$ cat config.mk
export PLATFORM = sky130hd
export DESIGN_NAME = cpxd_decode
export DESIGN_NICKNAME = d
export VERILOG_FILES = /design/src/hw/cpxd_pkg.sv /design/src/hw/cpxd_cond_eval.sv /design/src/hw/cpxd_decode.sv
export SDC_FILE = /design/constraint.sdc
export NUM_CORES = 1
export LEC_CHECK = 0
export BUFFER_PORTS_ARGS = -buffer_cell sky130_fd_sc_hd__buf_2
export CORE_UTILIZATION = 46
export CTS_CLUSTER_DIAMETER = 100
export DETAILED_ROUTE_END_ITERATION = 7
export HOLD_SLACK_MARGIN = 0.08
export PLACE_DENSITY = 0.85
export SETUP_SLACK_MARGIN = 0.3
export SLEW_MARGIN = 20
export SYNTH_ARGS = -nofsm -noshare
export SYNTH_HDL_FRONTEND = slang
export SYNTH_HIERARCHICAL = 1
export SYNTH_SLANG_ARGS = --single-unit
$ cat constraint.sdc
create_clock -name core_clk -period 4.6 [get_ports core_clk]
set_input_delay 0.92 -clock core_clk [delete_from_list [all_inputs] [get_ports core_clk]]
set_output_delay 0.92 -clock core_clk [all_outputs]
set_load 0.005 [all_outputs]
$ cat src/hw/cpxd_pkg.sv
package cpxd_pkg;

  // ==========================================================
  // instruction field positions
  localparam int COND_HI        = 31;
  localparam int COND_LO        = 28;
  localparam int CLASS_HI       = 27;
  localparam int CLASS_LO       = 24;
  localparam int OPC_HI         = 23;
  localparam int OPC_LO         = 21;
  localparam int DIR_BIT        = 20;
  localparam int XREG_HI        = 19;
  localparam int XREG_LO        = 16;
  localparam int CORE_HI        = 15;
  localparam int CORE_LO        = 12;
  localparam int CPNUM_HI       = 11;
  localparam int CPNUM_LO       = 8;
  localparam int INFO_HI        = 7;
  localparam int INFO_LO        = 5;
  localparam int RT_MARK_BIT    = 4;
  localparam int OPND_HI        = 3;
  localparam int OPND_LO        = 0;
  localparam int LEN_BIT        = 22;
  localparam int UP_BIT         = 23;
  localparam int PRE_BIT        = 24;
  localparam int WB_BIT         = 21;
  localparam int OFS_HI         = 7;
  localparam int OFS_LO         = 0;
  localparam int LS_CLASS_HI    = 27;
  localparam int LS_CLASS_LO    = 25;

  // ==========================================================
  // encodings and constants
  localparam logic [3:0]  RT_CLASS    = 4'hE;
  localparam logic [2:0]  LS_CLASS    = 3'h6;
  localparam logic [3:0]  PC_REG      = 4'hF;
  localparam logic [31:0] PC_READ_AHEAD = 32'h0000_0008;
  localparam int          FLAG_HI     = 31;
  localparam int          FLAG_LO     = 28;
  localparam logic [3:0]  FLAGS_RST   = 4'h0;
  localparam logic [31:0] WORD_RST    = 32'h0000_0000;

  typedef enum logic [3:0] {
    CND_EQ = 4'h0, CND_NE = 4'h1, CND_CS = 4'h2, CND_CC = 4'h3,
    CND_MI = 4'h4, CND_PL = 4'h5, CND_VS = 4'h6, CND_VC = 4'h7,
    CND_HI = 4'h8, CND_LS = 4'h9, CND_GE = 4'hA, CND_LT = 4'hB,
    CND_GT = 4'hC, CND_LE = 4'hD, CND_AL = 4'hE, CND_NV = 4'hF
  } cpxd_cond_type;

  typedef enum logic [1:0] {
    OP_NONE     = 2'b00,
    OP_TO_CP    = 2'b01,
    OP_FROM_CP  = 2'b10,
    OP_LOADSTORE = 2'b11
  } cpxd_op_type;

  // fields forwarded to the coprocessor
  typedef struct packed {
    logic [3:0] coproc_number;
    logic [2:0] coproc_operation_code;
    logic [3:0] coproc_xfer_reg;
    logic [3:0] coproc_operand_reg;
    logic [2:0] coproc_info_field;
    logic       to_core;
  } cpxd_cp_req_type;

  // load/store addressing fields
  typedef struct packed {
    logic        coproc_load;
    logic        long_xfer;
    logic        pre_index;
    logic        up;
    logic        write_back;
    logic [3:0]  base_reg;
    logic [3:0]  coproc_dest_reg;
    logic [31:0] byte_offset;
  } cpxd_ls_type;

endpackage

$ cat src/hw/cpxd_cond_eval.sv
`timescale 1ns/1ps
module cpxd_cond_eval
  import cpxd_pkg::*;
(
  input  wire logic [3:0] cond,
  input  wire logic [3:0] flags,
  output logic            pass
);
  logic n;
  logic z;
  logic c;
  logic v;

  // ==========================================================
  // condition table, flags ordered n z c v
  always_comb
  begin
    n = flags[3];
    z = flags[2];
    c = flags[1];
    v = flags[0];
    unique case (cpxd_cond_type'(cond))
      CND_EQ: pass = z;
      CND_NE: pass = !z;
      CND_CS: pass = c;
      CND_CC: pass = !c;
      CND_MI: pass = n;
      CND_PL: pass = !n;
      CND_VS: pass = v;
      CND_VC: pass = !v;
      CND_HI: pass = c && !z;
      CND_LS: pass = !c || z;
      CND_GE: pass = n == v;
      CND_LT: pass = n != v;
      CND_GT: pass = !z && (n == v);
      CND_LE: pass = z || (n != v);
      CND_AL: pass = 1'b1;
      CND_NV: pass = 1'b0;
    endcase
  end

endmodule // cpxd_cond_eval

$ cat src/hw/cpxd_decode.sv
`timescale 1ns/1ps
// Summary of operation
// RULE1 - transfer executes only when condition field bits 31:28 pass
// RULE2 - bit 20 zero sends core word out, one loads from coprocessor
// RULE3 - bits 3:0 forwarded as coprocessor operand register, uninterpreted
// RULE4 - bits 15:12 select the core register sending or receiving the word
// RULE5 - bits 19:16 forwarded as coprocessor transfer register number
// RULE6 - operation code field, lowest bit 21, forwarded unchanged
// RULE7 - bits 11:8 select exactly which coprocessor is addressed
// RULE8 - core never interprets opcode, coprocessor registers or info bits 7:5
// RULE9 - coprocessor conventionally reads opcode/info as operation selector
// RULE10 - load/store length bit is one for long, zero for short transfer
// RULE11 - load/store offset field counts words, scaled to bytes here
// RULE12 - toolchain lowers PC-based offset by 8 for read-ahead
// RULE13 - coproc load moves memory to coprocessor, store the reverse
// RULE14 - coprocessor-to-core transfer delivers a full 32-bit word
// RULE15 - coprocessor result may be moved into status condition flags
// RULE16 - destination PC: word bits 31:28 set n z c v, rest ignored
// RULE17 - coprocessor answers only when number field matches its own
// RULE18 - register transfer is 1110 in bits 27:24 with bit 4 set
module cpxd_decode
  import cpxd_pkg::*;
(
  input  wire logic            core_clk,
  input  wire logic            rst,
  input  wire logic            instr_valid,
  input  wire logic [31:0]     instr,
  input  wire logic [3:0]      status_flags,
  input  wire logic [31:0]     core_reg_data,
  input  wire logic            cp_data_valid,
  input  wire logic [31:0]     cp_data,
  output logic                 cp_req_valid,
  output cpxd_cp_req_type      cp_req,
  output logic [31:0]          cp_wr_data,
  output logic                 ls_valid,
  output cpxd_ls_type          ls,
  output logic [3:0]           core_rd_sel,
  output logic                 core_wr_en,
  output logic [3:0]           core_wr_sel,
  output logic [31:0]          core_wr_data,
  output logic                 flags_wr_en,
  output logic [3:0]           flags_wr_data,
  output logic                 instr_skipped
);

  // ==========================================================
  // field access
  function automatic logic is_reg_xfer(input logic [31:0] w);
    // RULE18 class pattern
    return (w[CLASS_HI:CLASS_LO] == RT_CLASS) && w[RT_MARK_BIT];
  endfunction

  function automatic logic is_loadstore(input logic [31:0] w);
    return w[LS_CLASS_HI:LS_CLASS_LO] == LS_CLASS;
  endfunction

  function automatic logic is_pc_dest(input logic [3:0] r);
    // RULE16 program counter as destination
    return r == PC_REG;
  endfunction

  typedef enum logic {
    RET_IDLE = 1'b0,
    RET_WAIT = 1'b1
  } cpxd_ret_state_type;

  logic                  cond_pass;
  logic                  rt_hit;
  logic                  ls_hit;
  cpxd_op_type           op_kind;
  logic                  from_cp_issue;

  logic                  cp_req_valid_r;
  logic                  cp_req_valid_nxt;
  cpxd_cp_req_type       cp_req_r;
  cpxd_cp_req_type       cp_req_nxt;
  logic [31:0]           cp_wr_data_r;
  logic [31:0]           cp_wr_data_nxt;
  logic                  ls_valid_r;
  logic                  ls_valid_nxt;
  cpxd_ls_type           ls_r;
  cpxd_ls_type           ls_nxt;
  logic                  skip_r;
  logic                  skip_nxt;
  logic [3:0]            dest_r;
  logic [3:0]            dest_nxt;
  cpxd_ret_state_type    ret_state_r;
  cpxd_ret_state_type    ret_state_nxt;
  logic                  wr_en_r;
  logic                  wr_en_nxt;
  logic [31:0]           wr_data_r;
  logic [31:0]           wr_data_nxt;
  logic                  fl_en_r;
  logic                  fl_en_nxt;
  logic [3:0]            fl_data_r;
  logic [3:0]            fl_data_nxt;

  // ==========================================================
  // condition check
  // RULE1 condition gate
  cpxd_cond_eval u_cond
  (
    .cond  (instr[COND_HI:COND_LO]),
    .flags (status_flags),
    .pass  (cond_pass)
  );

  assign rt_hit      = instr_valid && is_reg_xfer(instr);
  assign ls_hit      = instr_valid && is_loadstore(instr);
  // RULE4 core register read select
  assign core_rd_sel = instr[CORE_HI:CORE_LO];

  // ==========================================================
  // instruction class
  always_comb
  begin
    op_kind = OP_NONE;
    if (cond_pass)
    begin
      if (rt_hit)
      begin
        // RULE2 direction picks transfer kind
        op_kind = instr[DIR_BIT] ? OP_FROM_CP : OP_TO_CP;
      end
      else if (ls_hit)
      begin
        // RULE13 memory transfer for coprocessor
        op_kind = OP_LOADSTORE;
      end
    end
  end

  assign from_cp_issue = (op_kind == OP_FROM_CP);

  // ==========================================================
  // issue stage
  always_comb
  begin
    cp_req_valid_nxt = 1'b0;
    cp_req_nxt       = cp_req_r;
    cp_wr_data_nxt   = cp_wr_data_r;
    ls_valid_nxt     = 1'b0;
    ls_nxt           = ls_r;
    // RULE1 failed condition
    skip_nxt         = (rt_hit || ls_hit) && !cond_pass;
    unique case (op_kind)
      OP_TO_CP, OP_FROM_CP:
      begin
        cp_req_valid_nxt = 1'b1;
        // RULE7 coprocessor select
        cp_req_nxt.coproc_number = instr[CPNUM_HI:CPNUM_LO];
        // RULE6 opcode forward
        cp_req_nxt.coproc_operation_code = instr[OPC_HI:OPC_LO];
        // RULE5 transfer register
        cp_req_nxt.coproc_xfer_reg = instr[XREG_HI:XREG_LO];
        // RULE3 operand register
        cp_req_nxt.coproc_operand_reg = instr[OPND_HI:OPND_LO];
        // RULE8 info passed raw
        cp_req_nxt.coproc_info_field = instr[INFO_HI:INFO_LO];
        // RULE2 direction bit
        cp_req_nxt.to_core = instr[DIR_BIT];
        cp_wr_data_nxt = instr[DIR_BIT] ? WORD_RST : core_reg_data;
      end
      OP_LOADSTORE:
      begin
        ls_valid_nxt = 1'b1;
        cp_req_valid_nxt = 1'b1;
        // RULE7 coprocessor select
        cp_req_nxt.coproc_number = instr[CPNUM_HI:CPNUM_LO];
        cp_req_nxt.coproc_operation_code = 3'h0;
        // RULE13 coprocessor register moved
        cp_req_nxt.coproc_xfer_reg = instr[CORE_HI:CORE_LO];
        cp_req_nxt.coproc_operand_reg = 4'h0;
        cp_req_nxt.coproc_info_field = 3'h0;
        cp_req_nxt.to_core = 1'b0;
        // RULE13 load versus store
        ls_nxt.coproc_load = instr[DIR_BIT];
        // RULE10 length bit
        ls_nxt.long_xfer = instr[LEN_BIT];
        ls_nxt.pre_index = instr[PRE_BIT];
        ls_nxt.up = instr[UP_BIT];
        ls_nxt.write_back = instr[WB_BIT];
        ls_nxt.base_reg = instr[XREG_HI:XREG_LO];
        ls_nxt.coproc_dest_reg = instr[CORE_HI:CORE_LO];
        // RULE11 word offset scaled
        ls_nxt.byte_offset = {22'h0, instr[OFS_HI:OFS_LO], 2'b00};
      end
      OP_NONE:
      begin
        // nothing goes to the coprocessor
        cp_req_valid_nxt = 1'b0;
      end
    endcase
  end

  always_ff @(posedge core_clk or posedge rst)
  begin
    if (rst)
    begin
      cp_req_valid_r <= 1'b0;
      cp_req_r       <= '0;
      cp_wr_data_r   <= WORD_RST;
      ls_valid_r     <= 1'b0;
      ls_r           <= '0;
      skip_r         <= 1'b0;
    end
    else
    begin
      cp_req_valid_r <= cp_req_valid_nxt;
      cp_req_r       <= cp_req_nxt;
      cp_wr_data_r   <= cp_wr_data_nxt;
      ls_valid_r     <= ls_valid_nxt;
      ls_r           <= ls_nxt;
      skip_r         <= skip_nxt;
    end
  end

  // ==========================================================
  // return path from coprocessor
  always_comb
  begin
    dest_nxt      = dest_r;
    ret_state_nxt = ret_state_r;
    wr_en_nxt     = 1'b0;
    wr_data_nxt   = wr_data_r;
    fl_en_nxt     = 1'b0;
    fl_data_nxt   = fl_data_r;
    if (from_cp_issue)
    begin
      // new request replaces a pending wait
      ret_state_nxt = RET_WAIT;
      dest_nxt      = instr[CORE_HI:CORE_LO];
    end
    else
    begin
      unique case (ret_state_r)
        RET_IDLE:
        begin
          // stray answer is dropped
          ret_state_nxt = RET_IDLE;
        end
        RET_WAIT:
        begin
          if (cp_data_valid)
          begin
            ret_state_nxt = RET_IDLE;
            if (is_pc_dest(dest_r))
            begin
              // RULE15 flags from coprocessor
              fl_en_nxt = 1'b1;
              // RULE16 top four bits only
              fl_data_nxt = cp_data[FLAG_HI:FLAG_LO];
            end
            else
            begin
              // RULE14 full word write
              wr_en_nxt   = 1'b1;
              wr_data_nxt = cp_data;
            end
          end
        end
      endcase
    end
  end

  always_ff @(posedge core_clk or posedge rst)
  begin
    if (rst)
    begin
      dest_r    <= 4'h0;
      ret_state_r <= RET_IDLE;
      wr_en_r   <= 1'b0;
      wr_data_r <= WORD_RST;
      fl_en_r   <= 1'b0;
      fl_data_r <= FLAGS_RST;
    end
    else
    begin
      dest_r    <= dest_nxt;
      ret_state_r <= ret_state_nxt;
      wr_en_r   <= wr_en_nxt;
      wr_data_r <= wr_data_nxt;
      fl_en_r   <= fl_en_nxt;
      fl_data_r <= fl_data_nxt;
    end
  end

  // ==========================================================
  // outputs
  assign cp_req_valid  = cp_req_valid_r;
  assign cp_req        = cp_req_r;
  assign cp_wr_data    = cp_wr_data_r;
  assign ls_valid      = ls_valid_r;
  assign ls            = ls_r;
  assign instr_skipped = skip_r;
  assign core_wr_en    = wr_en_r;
  assign core_wr_sel   = dest_r;
  assign core_wr_data  = wr_data_r;
  assign flags_wr_en   = fl_en_r;
  assign flags_wr_data = fl_data_r;

endmodule // cpxd_decode

==> flow_summary_export.csv, run 1 <==
group,metric,value,unit
timing,final_hold_viol_count,0,
placement,buffer_ports.inserted,224,
setup_path,critPathCaptureType,"flip-flop",
run_status,outcome,"finished clean",
layout,layout.cells.most_common_list,"224 x sky130_fd_sc_hd__buf_2, 118 x sky130_fd_sc_hd__dfrtp_1, 40 x sky130_fd_sc_hd__a22o_1",
clock_tree,tritoncts_num_sinks,118,
timing,final_worst_setup_slack,0.8552,ns
timing,finalSetupTns,0,ns
floorplan,design.core.area,0.01037,mm^2
timing,maxSlewHeadroom,0.5718,
setup_path,arrival,4.12,ns
floorplan,die_y,105.5,um
timing,worst-slew-pin-transition,0.6422,ns
layout,post_route_cells_drive_above_1_share,0.5757,
yosys,postSynthAreaPerCell,14.62,um^2
power,post-layout-total-power,0.003496,W
global_routing,first_global_vias,3413,
detailed_routing,first_iter_violations,140,
setup_path,critical_path.endpoint,"core_wr_data[30]",
floorplan,start_util,0.4750,
floorplan,floorplan.io_pins,249,
layout,final_nets,669,
detailed_routing,via_count,3475,
timing,report.final.slew_viol_count,0,
clock_tree,tritoncts.num_buffers,17,
layout,layout.cells.most_common,"sky130_fd_sc_hd__buf_2",
power,powerDensity,528.5,mW/mm^2
clock_tree,cts_setup_buffers,0,
yosys,post_synth_instance_area,0.004926,mm^2
layout,flow.area_growth_from_synthesis,34.29,%
placement,hpwl,7837,um
yosys,seq_area_frac_synth,0.5994,
flow_run,maxCapViolations,0,
floorplan,num_rows,37,
clock_tree,clk-insertion-delay-late,0.50,ns
timing,maxClockFrequency,267.0,MHz
setup_path,rr_worst_depth,3,
setup_path,worst_setup_startpoint,"status_flags[3]",
detailed_routing,routed_wirelength,10940,um
layout,diodes,0,
power,peakVddDrop,0.0002811,V
detailed_routing,route.detailed.wl_per_inst,15.39,um
placement,place.gp.congestion,0.8183,
floorplan,die_area,0.01113,mm^2
detailed_routing,drcViolationCount,0,
setup_path,critical_path.startpoint_type,"input pin",
placement,detailedPlace.worstSlack,0.3853,ns
setup_path,cp.required,4.98,ns
global_routing,number_of_antenna_violations_at_the_first_check_in_global_routing,0,
timing,timing.final.setup_violations,0,
yosys,postSynthRegisterBits,118,
setup_path,worstSetupPathType,"in2reg",
clock_tree,post_cts_resize_count,0,
global_routing,wire_length_of_the_first_global_routing_pass,17310,um
yosys,ys.warnings.count,6,
global_routing,grt_max_degree,55,
timing,finClkSkew,0.01194,ns
layout,fillers,810,
min_path,hold_path_class,"reg2reg",
floorplan,chipWidth,105.5,um
setup_path,reg2reg_setup_slack,2.98,ns
global_routing,globalRoute.totalOverflow,0,
clock_tree,holdBufCountCts,0,
clock_tree,clock_path_buffers,2,
detailed_routing,antenna_nets_post_route,0,
timing,grt_setup_unrepaired,"false",
clock_tree,cts_htree_levels,4,
setup_path,rr_startpoint,"core_wr_sel[2]",
setup_path,worst_path_max_fanout,33,
timing,worst_hold_slack,0.4778,ns
detailed_routing,drt-pass1-iter-count,5,
detailed_routing,routed_via_density,4.887,
yosys,syn-instance-count,337,
timing,timing.final.crit_period,3.745,ns
global_routing,groute.usage.overall,0.2029,
clock_tree,worst_setup_hold_path_clk_slew,0.06,ns
timing,finalCritPeriodShare,0.8141,
clock_tree,cts-root-buf,"sky130_fd_sc_hd__clkbuf_8",
yosys,yosysUniqueCellTypes,36,
power,static-leakage-power,3.715,nW
clock_tree,cts_tree,"built",
setup_path,crit-reg2reg-capture,"core_wr_data[30]",
==> power by group <==
| part | internal [W] | total, W | switching (W) | leakage [nW] |
|---|---|---|---|---|
| clock network | 0.000845 | 0.00132 | 0.000475 | 0.281 |
| registers | 0.00130 | 0.00145 | 0.000149 | 1.53 |
| logic | 0.000456 | 0.000729 | 0.000274 | 1.90 |
==> worst min-delay path by stage <==
stage,cells after the start,startpoint,end
after floorplan,2,cp_req[10],cp_req[10]
after global placement,2,cp_req[7],cp_req[7]
after detailed placement,2,cp_req[11],cp_req[11]
after CTS,2,cp_req[11],cp_req[11]
after global routing,2,cp_req[11],cp_req[11]
final,2,cp_req[11],cp_req[11]
==> layer usage <==
| layer | vias to the layer above | share of wire | routed length (um) | global-route usage |
|---|---|---|---|---|
| met1 | 1680 | 0.42 | 4594 | 0.2504 |
| met3 | 14 | 0.062 | 677 | 0.05318 |
| li1 | 1604 | - | - | - |
| met2 | 177 | 0.50 | 5518 | 0.3416 |
| met5 | - | 0 | 0 | 0 |
| met4 | 0 | 0.014 | 154 | 0.07646 |
==> cell usage after synthesis <==
cell type                   number  share of area
sky130_fd_sc_hd__a2111oi_1       1         0.0020
sky130_fd_sc_hd__a211oi_1        2         0.0030
sky130_fd_sc_hd__a21o_1          2         0.0030
sky130_fd_sc_hd__a21oi_1         5         0.0051
sky130_fd_sc_hd__a22o_1         40          0.071
sky130_fd_sc_hd__a311oi_1        1         0.0018
sky130_fd_sc_hd__buf_12          2         0.0081
sky130_fd_sc_hd__buf_2           5         0.0051
sky130_fd_sc_hd__buf_4          29          0.044
sky130_fd_sc_hd__buf_6           1         0.0023
sky130_fd_sc_hd__buf_8           1         0.0030
sky130_fd_sc_hd__clkbuf_1        9         0.0069
sky130_fd_sc_hd__conb_1          1        0.00076
sky130_fd_sc_hd__dfrtp_1       118           0.60
sky130_fd_sc_hd__ha_1            3         0.0076
sky130_fd_sc_hd__inv_1           6         0.0046
sky130_fd_sc_hd__mux2_2         36          0.082
sky130_fd_sc_hd__mux2_4         29          0.088
sky130_fd_sc_hd__mux2i_1         5          0.010
sky130_fd_sc_hd__nand2_1         7         0.0053
sky130_fd_sc_hd__nand2b_1        5         0.0064
sky130_fd_sc_hd__nand2b_4        1         0.0028
sky130_fd_sc_hd__nand3_1         1         0.0010
sky130_fd_sc_hd__nand3b_1        1         0.0015
sky130_fd_sc_hd__nand3b_4        1         0.0041
sky130_fd_sc_hd__nand4_1         2         0.0025
sky130_fd_sc_hd__nor2_1          5         0.0038
sky130_fd_sc_hd__nor2b_1         1         0.0013
sky130_fd_sc_hd__nor3_1          1         0.0010
sky130_fd_sc_hd__nor4b_1         1         0.0018
sky130_fd_sc_hd__o21ai_0         8         0.0081
sky130_fd_sc_hd__o22a_1          1         0.0018
sky130_fd_sc_hd__o22ai_1         1         0.0013
sky130_fd_sc_hd__or2_2           1         0.0013
sky130_fd_sc_hd__xnor2_1         1         0.0018
sky130_fd_sc_hd__xor2_1          3         0.0053
==> worst max-delay path, stage by stage <==
cell and delay, ns:
sky130_fd_sc_hd__buf_2 0.11, sky130_fd_sc_hd__xor2_1 0.30, sky130_fd_sc_hd__xor2_1 0.15, sky130_fd_sc_hd__a2111oi_1 0.40, sky130_fd_sc_hd__a311oi_1 0.09, sky130_fd_sc_hd__o22ai_1 0.19, sky130_fd_sc_hd__nand4_1 0.19, sky130_fd_sc_hd__a21oi_1 0.27
sky130_fd_sc_hd__ha_1 0.37, sky130_fd_sc_hd__nand3b_4 0.20, sky130_fd_sc_hd__nand2b_4 0.51, sky130_fd_sc_hd__mux2_2 0.41
==> flip-flops by register name, summed over array words and instances, names as in the netlist <==
| register | cells |
|---|---|
| core_wr_sel | 4 |
| flags_wr_en | 1 |
| instr_skipped | 1 |
| core_wr_en | 1 |
| ls | 21 |
| core_wr_data | 32 |
| ret_state_r | 1 |
| ls_valid | 1 |
| cp_req_valid | 1 |
| cp_req | 19 |
| cp_wr_data | 32 |
| flags_wr_data | 4 |
==> through the flow <==
step                cells  instance area, um^2  utilization
detailed placement    679                 6011       0.5796
global route          711                 6615       0.6379
floorplan             360                 5012            -
finish                711                 6615       0.6379
CTS                   711                 6615       0.6379
global placement      679                 6011       0.5796
==> cells by family after synthesis <==
kind of cell / after synthesis / share of synthesized area
AO/OA/AOI/OAI: 61 / 0.09728
XOR/XNOR: 4 / 0.007113
adder cells (fa/ha/maj): 3 / 0.007621
buffers and inverters: 53 / 0.07417
flip-flops: 118 / 0.5994
multiplexers: 70 / 0.1808
other: 1 / 0.0007613
AND/OR/NAND/NOR: 27 / 0.03277
==> final cells by class <==
class | instances | area [um^2] | share of cell area
repair buffers | 230 | 1166 | 0.1763
flip-flops and latches | 118 | 2953 | 0.4464
multi-input cells | 189 | 1697 | 0.2565
inverters | 6 | 25.02 | 0.003783
well taps | 136 | 170.2 | 0.02572
clock buffers | 19 | 431.7 | 0.06525
clock inverters | 13 | 172.7 | 0.02610
Note: power is estimated with default switching activity, not from simulation.
==> run 2, diff against run 1 <==
--- a/config.mk
+++ b/config.mk
@@ -6,11 +6,11 @@
 export NUM_CORES = 1
 export LEC_CHECK = 0
 export BUFFER_PORTS_ARGS = -buffer_cell sky130_fd_sc_hd__buf_2
-export CORE_UTILIZATION = 46
+export CORE_UTILIZATION = 41
 export CTS_CLUSTER_DIAMETER = 100
 export DETAILED_ROUTE_END_ITERATION = 7
 export HOLD_SLACK_MARGIN = 0.08
-export PLACE_DENSITY = 0.85
+export PLACE_DENSITY = 0.8
 export SETUP_SLACK_MARGIN = 0.3
 export SLEW_MARGIN = 20
 export SYNTH_ARGS = -nofsm -noshare
==> constraint.sdc (replaced) <==
create_clock -name core_clk -period 3.25 [get_ports core_clk]
set_input_delay 0.65 -clock core_clk [delete_from_list [all_inputs] [get_ports core_clk]]
set_output_delay 0.65 -clock core_clk [all_outputs]
set_load 0.005 [all_outputs]
==> flow_summary_export.csv, run 2 (same netlist as run 1, synthesis figures left out) <==
group,metric,value,unit
setup_path,critPathCaptureType,"flip-flop",
clock_tree,cts_tree,"built",
layout,finalInstanceArea,0.006848,mm^2
detailed_routing,routed_via_density,4.809,
detailed_routing,routed_wirelength,11390,um
setup_path,reg2reg_setup_slack,1.87,ns
timing,report.final.slew_viol_count,0,
setup_path,arrival,3.08,ns
global_routing,first_global_vias,3634,
detailed_routing,drcViolationCount,18,
clock_tree,holdBufCountCts,0,
layout,diodes,0,
timing,final_hold_viol_count,0,
clock_tree,clk-insertion-delay-late,0.40,ns
setup_path,worst_path_max_fanout,8,
timing,maxClockFrequency,357.4,MHz
global_routing,groute.usage.overall,0.1963,
detailed_routing,route.detailed.wl_per_inst,15.65,um
detailed_routing,drt-pass1-iter-count,8,
floorplan,chipWidth,111.6,um
timing,finalCritPeriodShare,0.8608,
clock_tree,cts-root-buf,"sky130_fd_sc_hd__clkbuf_16",
setup_path,cp.required,3.53,ns
timing,finClkSkew,0.004221,ns
timing,worst-slew-pin-transition,0.7678,ns
min_path,hold_path_class,"in2async",
floorplan,die_y,111.6,um
floorplan,floorplan.io_pins,249,
setup_path,critical_path.top_delay_family,"compound AO/OA/AOI/OAI gates",
clock_tree,tritoncts_num_sinks,118,
placement,place.gp.congestion,0.7549,
floorplan,num_rows,39,
layout,fillers,943,
placement,post_dp_cell_area,0.006208,mm^2
power,peakVddDrop,0.0002980,V
run_status,violations,"design-rule violations",
setup_path,worstSetupPathType,"in2reg",
power,post-layout-total-power,0.005076,W
floorplan,die_area,0.01246,mm^2
placement,hpwl,8385,um
timing,timing.final.crit_period,2.798,ns
global_routing,globalRoute.totalOverflow,0,
setup_path,cpMaxStageDelayCell,"sky130_fd_sc_hd__a2111oi_2",
layout,layout.core_utilization,0.5921,
layout,flow.area_growth_from_synthesis,39.01,%
clock_tree,tritoncts.num_buffers,17,
layout,layout.cells.most_common_list,"224 x sky130_fd_sc_hd__buf_2, 118 x sky130_fd_sc_hd__dfrtp_1, 40 x sky130_fd_sc_hd__a22o_1",
timing,grt_setup_unrepaired,"true",
placement,buffer_ports.inserted,224,
setup_path,critPathBufInv,2,
detailed_routing,first_iter_violations,175,
clock_tree,cts_htree_levels,4,
detailed_routing,via_count,3501,
clock_tree,cts_setup_buffers,0,
setup_path,critical_path.cell_chain,"buf_2 > xor2_4 > xor2_1 > a2111oi_2 > a311oi_1 > o22ai_1 > nand4_1 > a21o_1 > ha_4 > nand3b_4 > nand2b_4 > buf_4 > mux2_4",
global_routing,number_of_antenna_violations_at_the_first_check_in_global_routing,0,
timing,maxSlewHeadroom,0.4871,
power,static-leakage-power,3.806,nW
floorplan,design.core.area,0.01156,mm^2
power,powerDensity,741.2,mW/mm^2
layout,post_route_cells_drive_above_1_share,0.5932,
floorplan,start_util,0.4259,
global_routing,grt_max_degree,52,
run_status,outcome,"finished with violations",
clock_tree,post_cts_resize_count,0,
layout,layout.cells.most_common,"sky130_fd_sc_hd__buf_2",
setup_path,critical_path.startpoint_type,"input pin",
timing,timing.final.setup_violations,0,
layout,final_nets,679,
clock_tree,clock_path_buffers,2,
setup_path,slowest_delay,0.31,ns
clock_tree,worst_setup_hold_path_clk_slew,0.06,ns
detailed_routing,antenna_nets_post_route,0,
global_routing,wire_length_of_the_first_global_routing_pass,18580,um
flow_run,maxCapViolations,0,
-- run 2: final cells by class --
| cell class | count | area (um^2) | share of cell area |
|---|---|---|---|
| Multi-Input combinational cell | 189 | 1742 | 0.2543 |
| Inverter | 6 | 26.28 | 0.003837 |
| Clock buffer | 20 | 456.7 | 0.06669 |
| Tap cell | 143 | 178.9 | 0.02613 |
| Clock inverter | 12 | 175.2 | 0.02558 |
| Sequential cell | 118 | 2953 | 0.4312 |
| Timing Repair Buffer | 240 | 1316 | 0.1922 |
-- run 2: through the flow --
step	worst slack (ns)	hold WS (ns)	cells	setup TNS [ns]
floorplan	0.2130	0.4763	360	0
global placement	0.02821	0.4626	696	0
detailed placement	-0.04378	0.4681	696	-0.2845
CTS	0.3456	0.3860	728	0
global route	0.2880	0.4306	728	0
finish	0.4523	0.3800	728	0
-- run 2: metal layers --
metal	vias to the layer above	GRT usage	wire length, um	part of all wire
met5	-	0	0	0
met4	0	0.08829	153	0.013
met3	14	0.05553	673	0.059
met2	154	0.3358	6010	0.53
met1	1717	0.2300	4552	0.40
li1	1616	-	-	-
-- run 2: worst paths after layout --
kind,startpoint,end,cells past startpoint
hold / removal,rst,core_wr_data[4],2
setup / recovery,status_flags[3],core_wr_data[9],13
setup reg to reg,core_wr_sel[0],core_wr_data[31],4
min in group core_clk,core_reg_data[4],cp_wr_data[4],2
hold reg to reg,cp_req[8],cp_req[8],2
max in group asynchronous,rst,ls[34],3
-- run 2: power by group --
group	switching, W	internal (W)	total (W)
registers	0.000214	0.00184	0.00205
clock network	0.000657	0.00132	0.00198
logic	0.000388	0.000655	0.00104
==> run 3, diff against run 2 <==
--- a/config.mk
+++ b/config.mk
@@ -10,10 +10,9 @@
 export CTS_CLUSTER_DIAMETER = 100
 export DETAILED_ROUTE_END_ITERATION = 7
 export HOLD_SLACK_MARGIN = 0.08
-export PLACE_DENSITY = 0.8
+export PLACE_DENSITY = 0.81
 export SETUP_SLACK_MARGIN = 0.3
 export SLEW_MARGIN = 20
 export SYNTH_ARGS = -nofsm -noshare
 export SYNTH_HDL_FRONTEND = slang
-export SYNTH_HIERARCHICAL = 1
 export SYNTH_SLANG_ARGS = --single-unit
==> flow_summary_export.csv, run 3 <==
group,metric,value,unit
yosys,synth-edff-count,0,
setup_path,worst-path-stages,12,
setup_path,slowest_delay,0.44,ns
setup_path,cpMaxStageDelayCell,"sky130_fd_sc_hd__or3_1",
layout,layout.cells.most_common,"sky130_fd_sc_hd__buf_2",
placement,hpwl,8001,um
yosys,postSynthAreaPerCell,11.93,um^2
global_routing,global_route.peak_usage_layer,"met2",
setup_path,critPathBufInv,2,
timing,maxClockFrequency,358.9,MHz
clock_tree,worst_setup_hold_path_clk_slew,0.05,ns
placement,place.gp.congestion,0.8062,
power,switching_power,0.001234,W
global_routing,global_route.usage.met2,0.3041,
layout,finalInstanceArea,0.006618,mm^2
clock_tree,cts_setup_buffers,0,
power,internal_power,0.003546,W
layout,diodes,0,
global_routing,groute.layer.met1.usage,0.2357,
yosys,synth_most_common_cell,"sky130_fd_sc_hd__dfrtp_1",
timing,worst-slew-pin-transition,0.6168,ns
detailed_routing,routed_via_density,4.767,
timing,final_worst_setup_slack,0.4635,ns
setup_path,timing.critical_path.mode_cell,"sky130_fd_sc_hd__nand2_1",
setup_path,reg2reg_setup_slack,2.04,ns
setup_path,cp.required,3.53,ns
layout,post_route_cells_drive_above_1_share,0.4791,
placement,buffer_ports.inserted,224,
detailed_routing,via_count,3742,
yosys,yosysUniqueCellTypes,32,
floorplan,start_util,0.4282,
global_routing,number_of_antenna_violations_at_the_first_check_in_global_routing,0,
timing,timing.final.crit_period,2.787,ns
run_status,outcome,"finished clean",
clock_tree,cts_tree,"built",
power,static-leakage-power,3.727,nW
timing,finalSetupTns,0,ns
setup_path,critical_path.cell_chain,"buf_2 > mux2i_1 > xnor2_1 > o31ai_1 > a311o_1 > or3_1 > ha_4 > nand3b_1 > nand2b_1 > buf_6 > nand2_1 > nand2_1",
setup_path,worst_setup_startpoint,"instr[29]",
timing,finClkSkew,0.005334,ns
power,peakVddDrop,0.0003635,V
yosys,post_synth_instance_area,0.004723,mm^2
placement,detailedPlace.worstSlack,-0.3226,ns
yosys,yosysTopAreaCellShare,0.6252,
clock_tree,clk-insertion-delay-late,0.40,ns
setup_path,worst_path_max_fanout,26,
floorplan,design.core.area,0.01103,mm^2
setup_path,critical_path.top_delay_family,"simple AND/OR/NAND/NOR gates",
yosys,ys.warnings.count,0,
yosys,synth.area.top_cells,"sky130_fd_sc_hd__dfrtp_1 63%, sky130_fd_sc_hd__nand2_1 8.2%, sky130_fd_sc_hd__mux2_2 7.9%",
global_routing,globalRoute.totalOverflow,0,
yosys,synth.top_cells.by_count,"118 x sky130_fd_sc_hd__dfrtp_1, 103 x sky130_fd_sc_hd__nand2_1, 42 x sky130_fd_sc_hd__a22o_1, 33 x sky130_fd_sc_hd__mux2_2, 28 x sky130_fd_sc_hd__buf_4",
detailed_routing,routed_wirelength,11240,um
detailed_routing,drcViolationCount,0,
setup_path,critical_path.endpoint,"core_wr_data[22]",
flow_run,maxCapViolations,0,
detailed_routing,route.detailed.wl_per_inst,14.32,um
power,powerDensity,722.2,mW/mm^2
layout,flow.area_growth_from_synthesis,40.11,%
floorplan,floorplan.io_pins,249,
detailed_routing,drt-pass1-iter-count,4,
min_path,hold_path_class,"in2async",
timing,worst_hold_slack,0.4315,ns
yosys,synth_area_leader_cell,"sky130_fd_sc_hd__dfrtp_1",
power,power.clock.fraction,0.382,
timing,finalCritPeriodShare,0.8574,
layout,layout.cells.most_common_list,"224 x sky130_fd_sc_hd__buf_2, 118 x sky130_fd_sc_hd__dfrtp_1, 103 x sky130_fd_sc_hd__nand2_1",
timing,maxSlewHeadroom,0.5888,
clock_tree,tritoncts.num_buffers,17,
yosys,async_reset_ff_frac,1.000,
clock_tree,tritoncts_num_sinks,118,
placement,post_dp_cell_area,0.006002,mm^2
power,combinational_share_of_power,0.196,
clock_tree,cts-root-buf,"sky130_fd_sc_hd__clkbuf_16",
setup_path,critical_path.startpoint_type,"input pin",
yosys,seq_area_frac_synth,0.6252,
setup_path,crit-reg2reg-capture,"flags_wr_data[2]",
setup_path,arrival,3.06,ns
layout,layout.core_utilization,0.5999,
floorplan,die_y,109.3,um
global_routing,grtUsageMet3,0.05216,
global_routing,grt_max_degree,119,
setup_path,rr_worst_depth,4,
floorplan,num_rows,38,
timing,grt_setup_unrepaired,"false",
setup_path,rr_startpoint,"core_wr_sel[0]",
yosys,syn-instance-count,396,
floorplan,die_area,0.01195,mm^2
detailed_routing,antenna_nets_post_route,0,
floorplan,chipWidth,109.3,um
global_routing,first_global_vias,3547,
global_routing,wire_length_of_the_first_global_routing_pass,16910,um
timing,report.final.slew_viol_count,0,
layout,final_nets,740,
yosys,postSynthRegisterBits,118,
layout,fillers,892,
timing,timing.final.setup_violations,0,
clock_tree,clock_path_buffers,2,
clock_tree,cts_htree_levels,4,
power,p_seq_frac,0.422,
timing,final_hold_viol_count,0,
detailed_routing,first_iter_violations,141,
setup_path,worstSetupPathType,"in2reg",
setup_path,critPathCaptureType,"flip-flop",
power,switching_share,0.2581,
yosys,yosys_most_used_dff,"sky130_fd_sc_hd__dfrtp_1",
clock_tree,holdBufCountCts,0,
global_routing,groute.usage.overall,0.1871,
[run 3: how the worst min path moves through the flow]
stage	startpoint	end	slack, ns	cells past startpoint
after detailed placement	core_wr_data[10]	core_wr_data[10]	0.46	2
final	rst	core_wr_data[25]	0.43	3
after global placement	core_wr_data[13]	core_wr_data[13]	0.45	2
after CTS	cp_data[5]	core_wr_data[5]	0.42	3
after global routing	cp_data[20]	core_wr_data[20]	0.43	3
after floorplan	ret_state_r	ret_state_r	0.45	1
[run 3: final cells by class]
type	instances	area, um^2	share of cell area
clock buffer	23	488.0	0.07374
clock inverter	8	97.59	0.01475
inverter	5	22.52	0.003403
multi-input combinational	249	1584	0.2394
sequential	118	2953	0.4462
tap	140	175.2	0.02647
timing repair buffer	242	1297	0.1961
[run 3: power groups by stage]
stage               sequential [W]  clock, W  combinational (W)
floorplan                  0.00206         0           0.000397
global route               0.00207   0.00195            0.00106
global placement           0.00202         0           0.000911
finish                     0.00202   0.00183           0.000935
CTS                        0.00202   0.00187           0.000948
detailed placement         0.00204         0           0.000949
[run 3: cell families (layout without fill, tap and decap cells)]
| kind of cell | Yosys count | in the layout | share of synthesized area |
|---|---|---|---|
| DFF | 118 | 118 | 0.6252 |
| xor gates and xnor gates | 3 | 3 | 0.005564 |
| adders and majority gates | 3 | 3 | 0.007948 |
| buffers and inverters | 53 | 278 | 0.06437 |
| and+or+nand+nor | 123 | 124 | 0.1078 |
| AOI/OAI and AO/OA | 56 | 56 | 0.09695 |
| other | 1 | 24 | 0.0007939 |
| muxes | 39 | 39 | 0.09139 |
[run 3: what timing repair did]
action / CTS / global route
endpoints found under the setup margin: 32 / 66
gates cloned: 0 / 1
gates resized for setup: 1 / 4
[run 3: per-stage QoR]
step / instances / power [W]
2_1_floorplan: 419 / 0.002459
3_3_place_gp: 753 / 0.002933
3_5_place_dp: 753 / 0.002984
4_1_cts: 784 / 0.004835
5_1_grt: 785 / 0.005068
6_report: 785 / 0.004779
[run 3: worst reg2reg max path, delay by kind of cell (launching register included)]
| family | cells | cell delay (ns) |
|---|---|---|
| muxes | 1 | 0.33 |
| DFF | 1 | 0.37 |
| buffers and inverters | 1 | 0.15 |
| and+or+nand+nor | 2 | 0.24 |
[run 3: per-layer routing]
metal  vias up  part of all wire
li1       1773                 -
met1      1782              0.43
met2       169              0.48
met3        18             0.066
met4         0             0.017
met5         -                 0
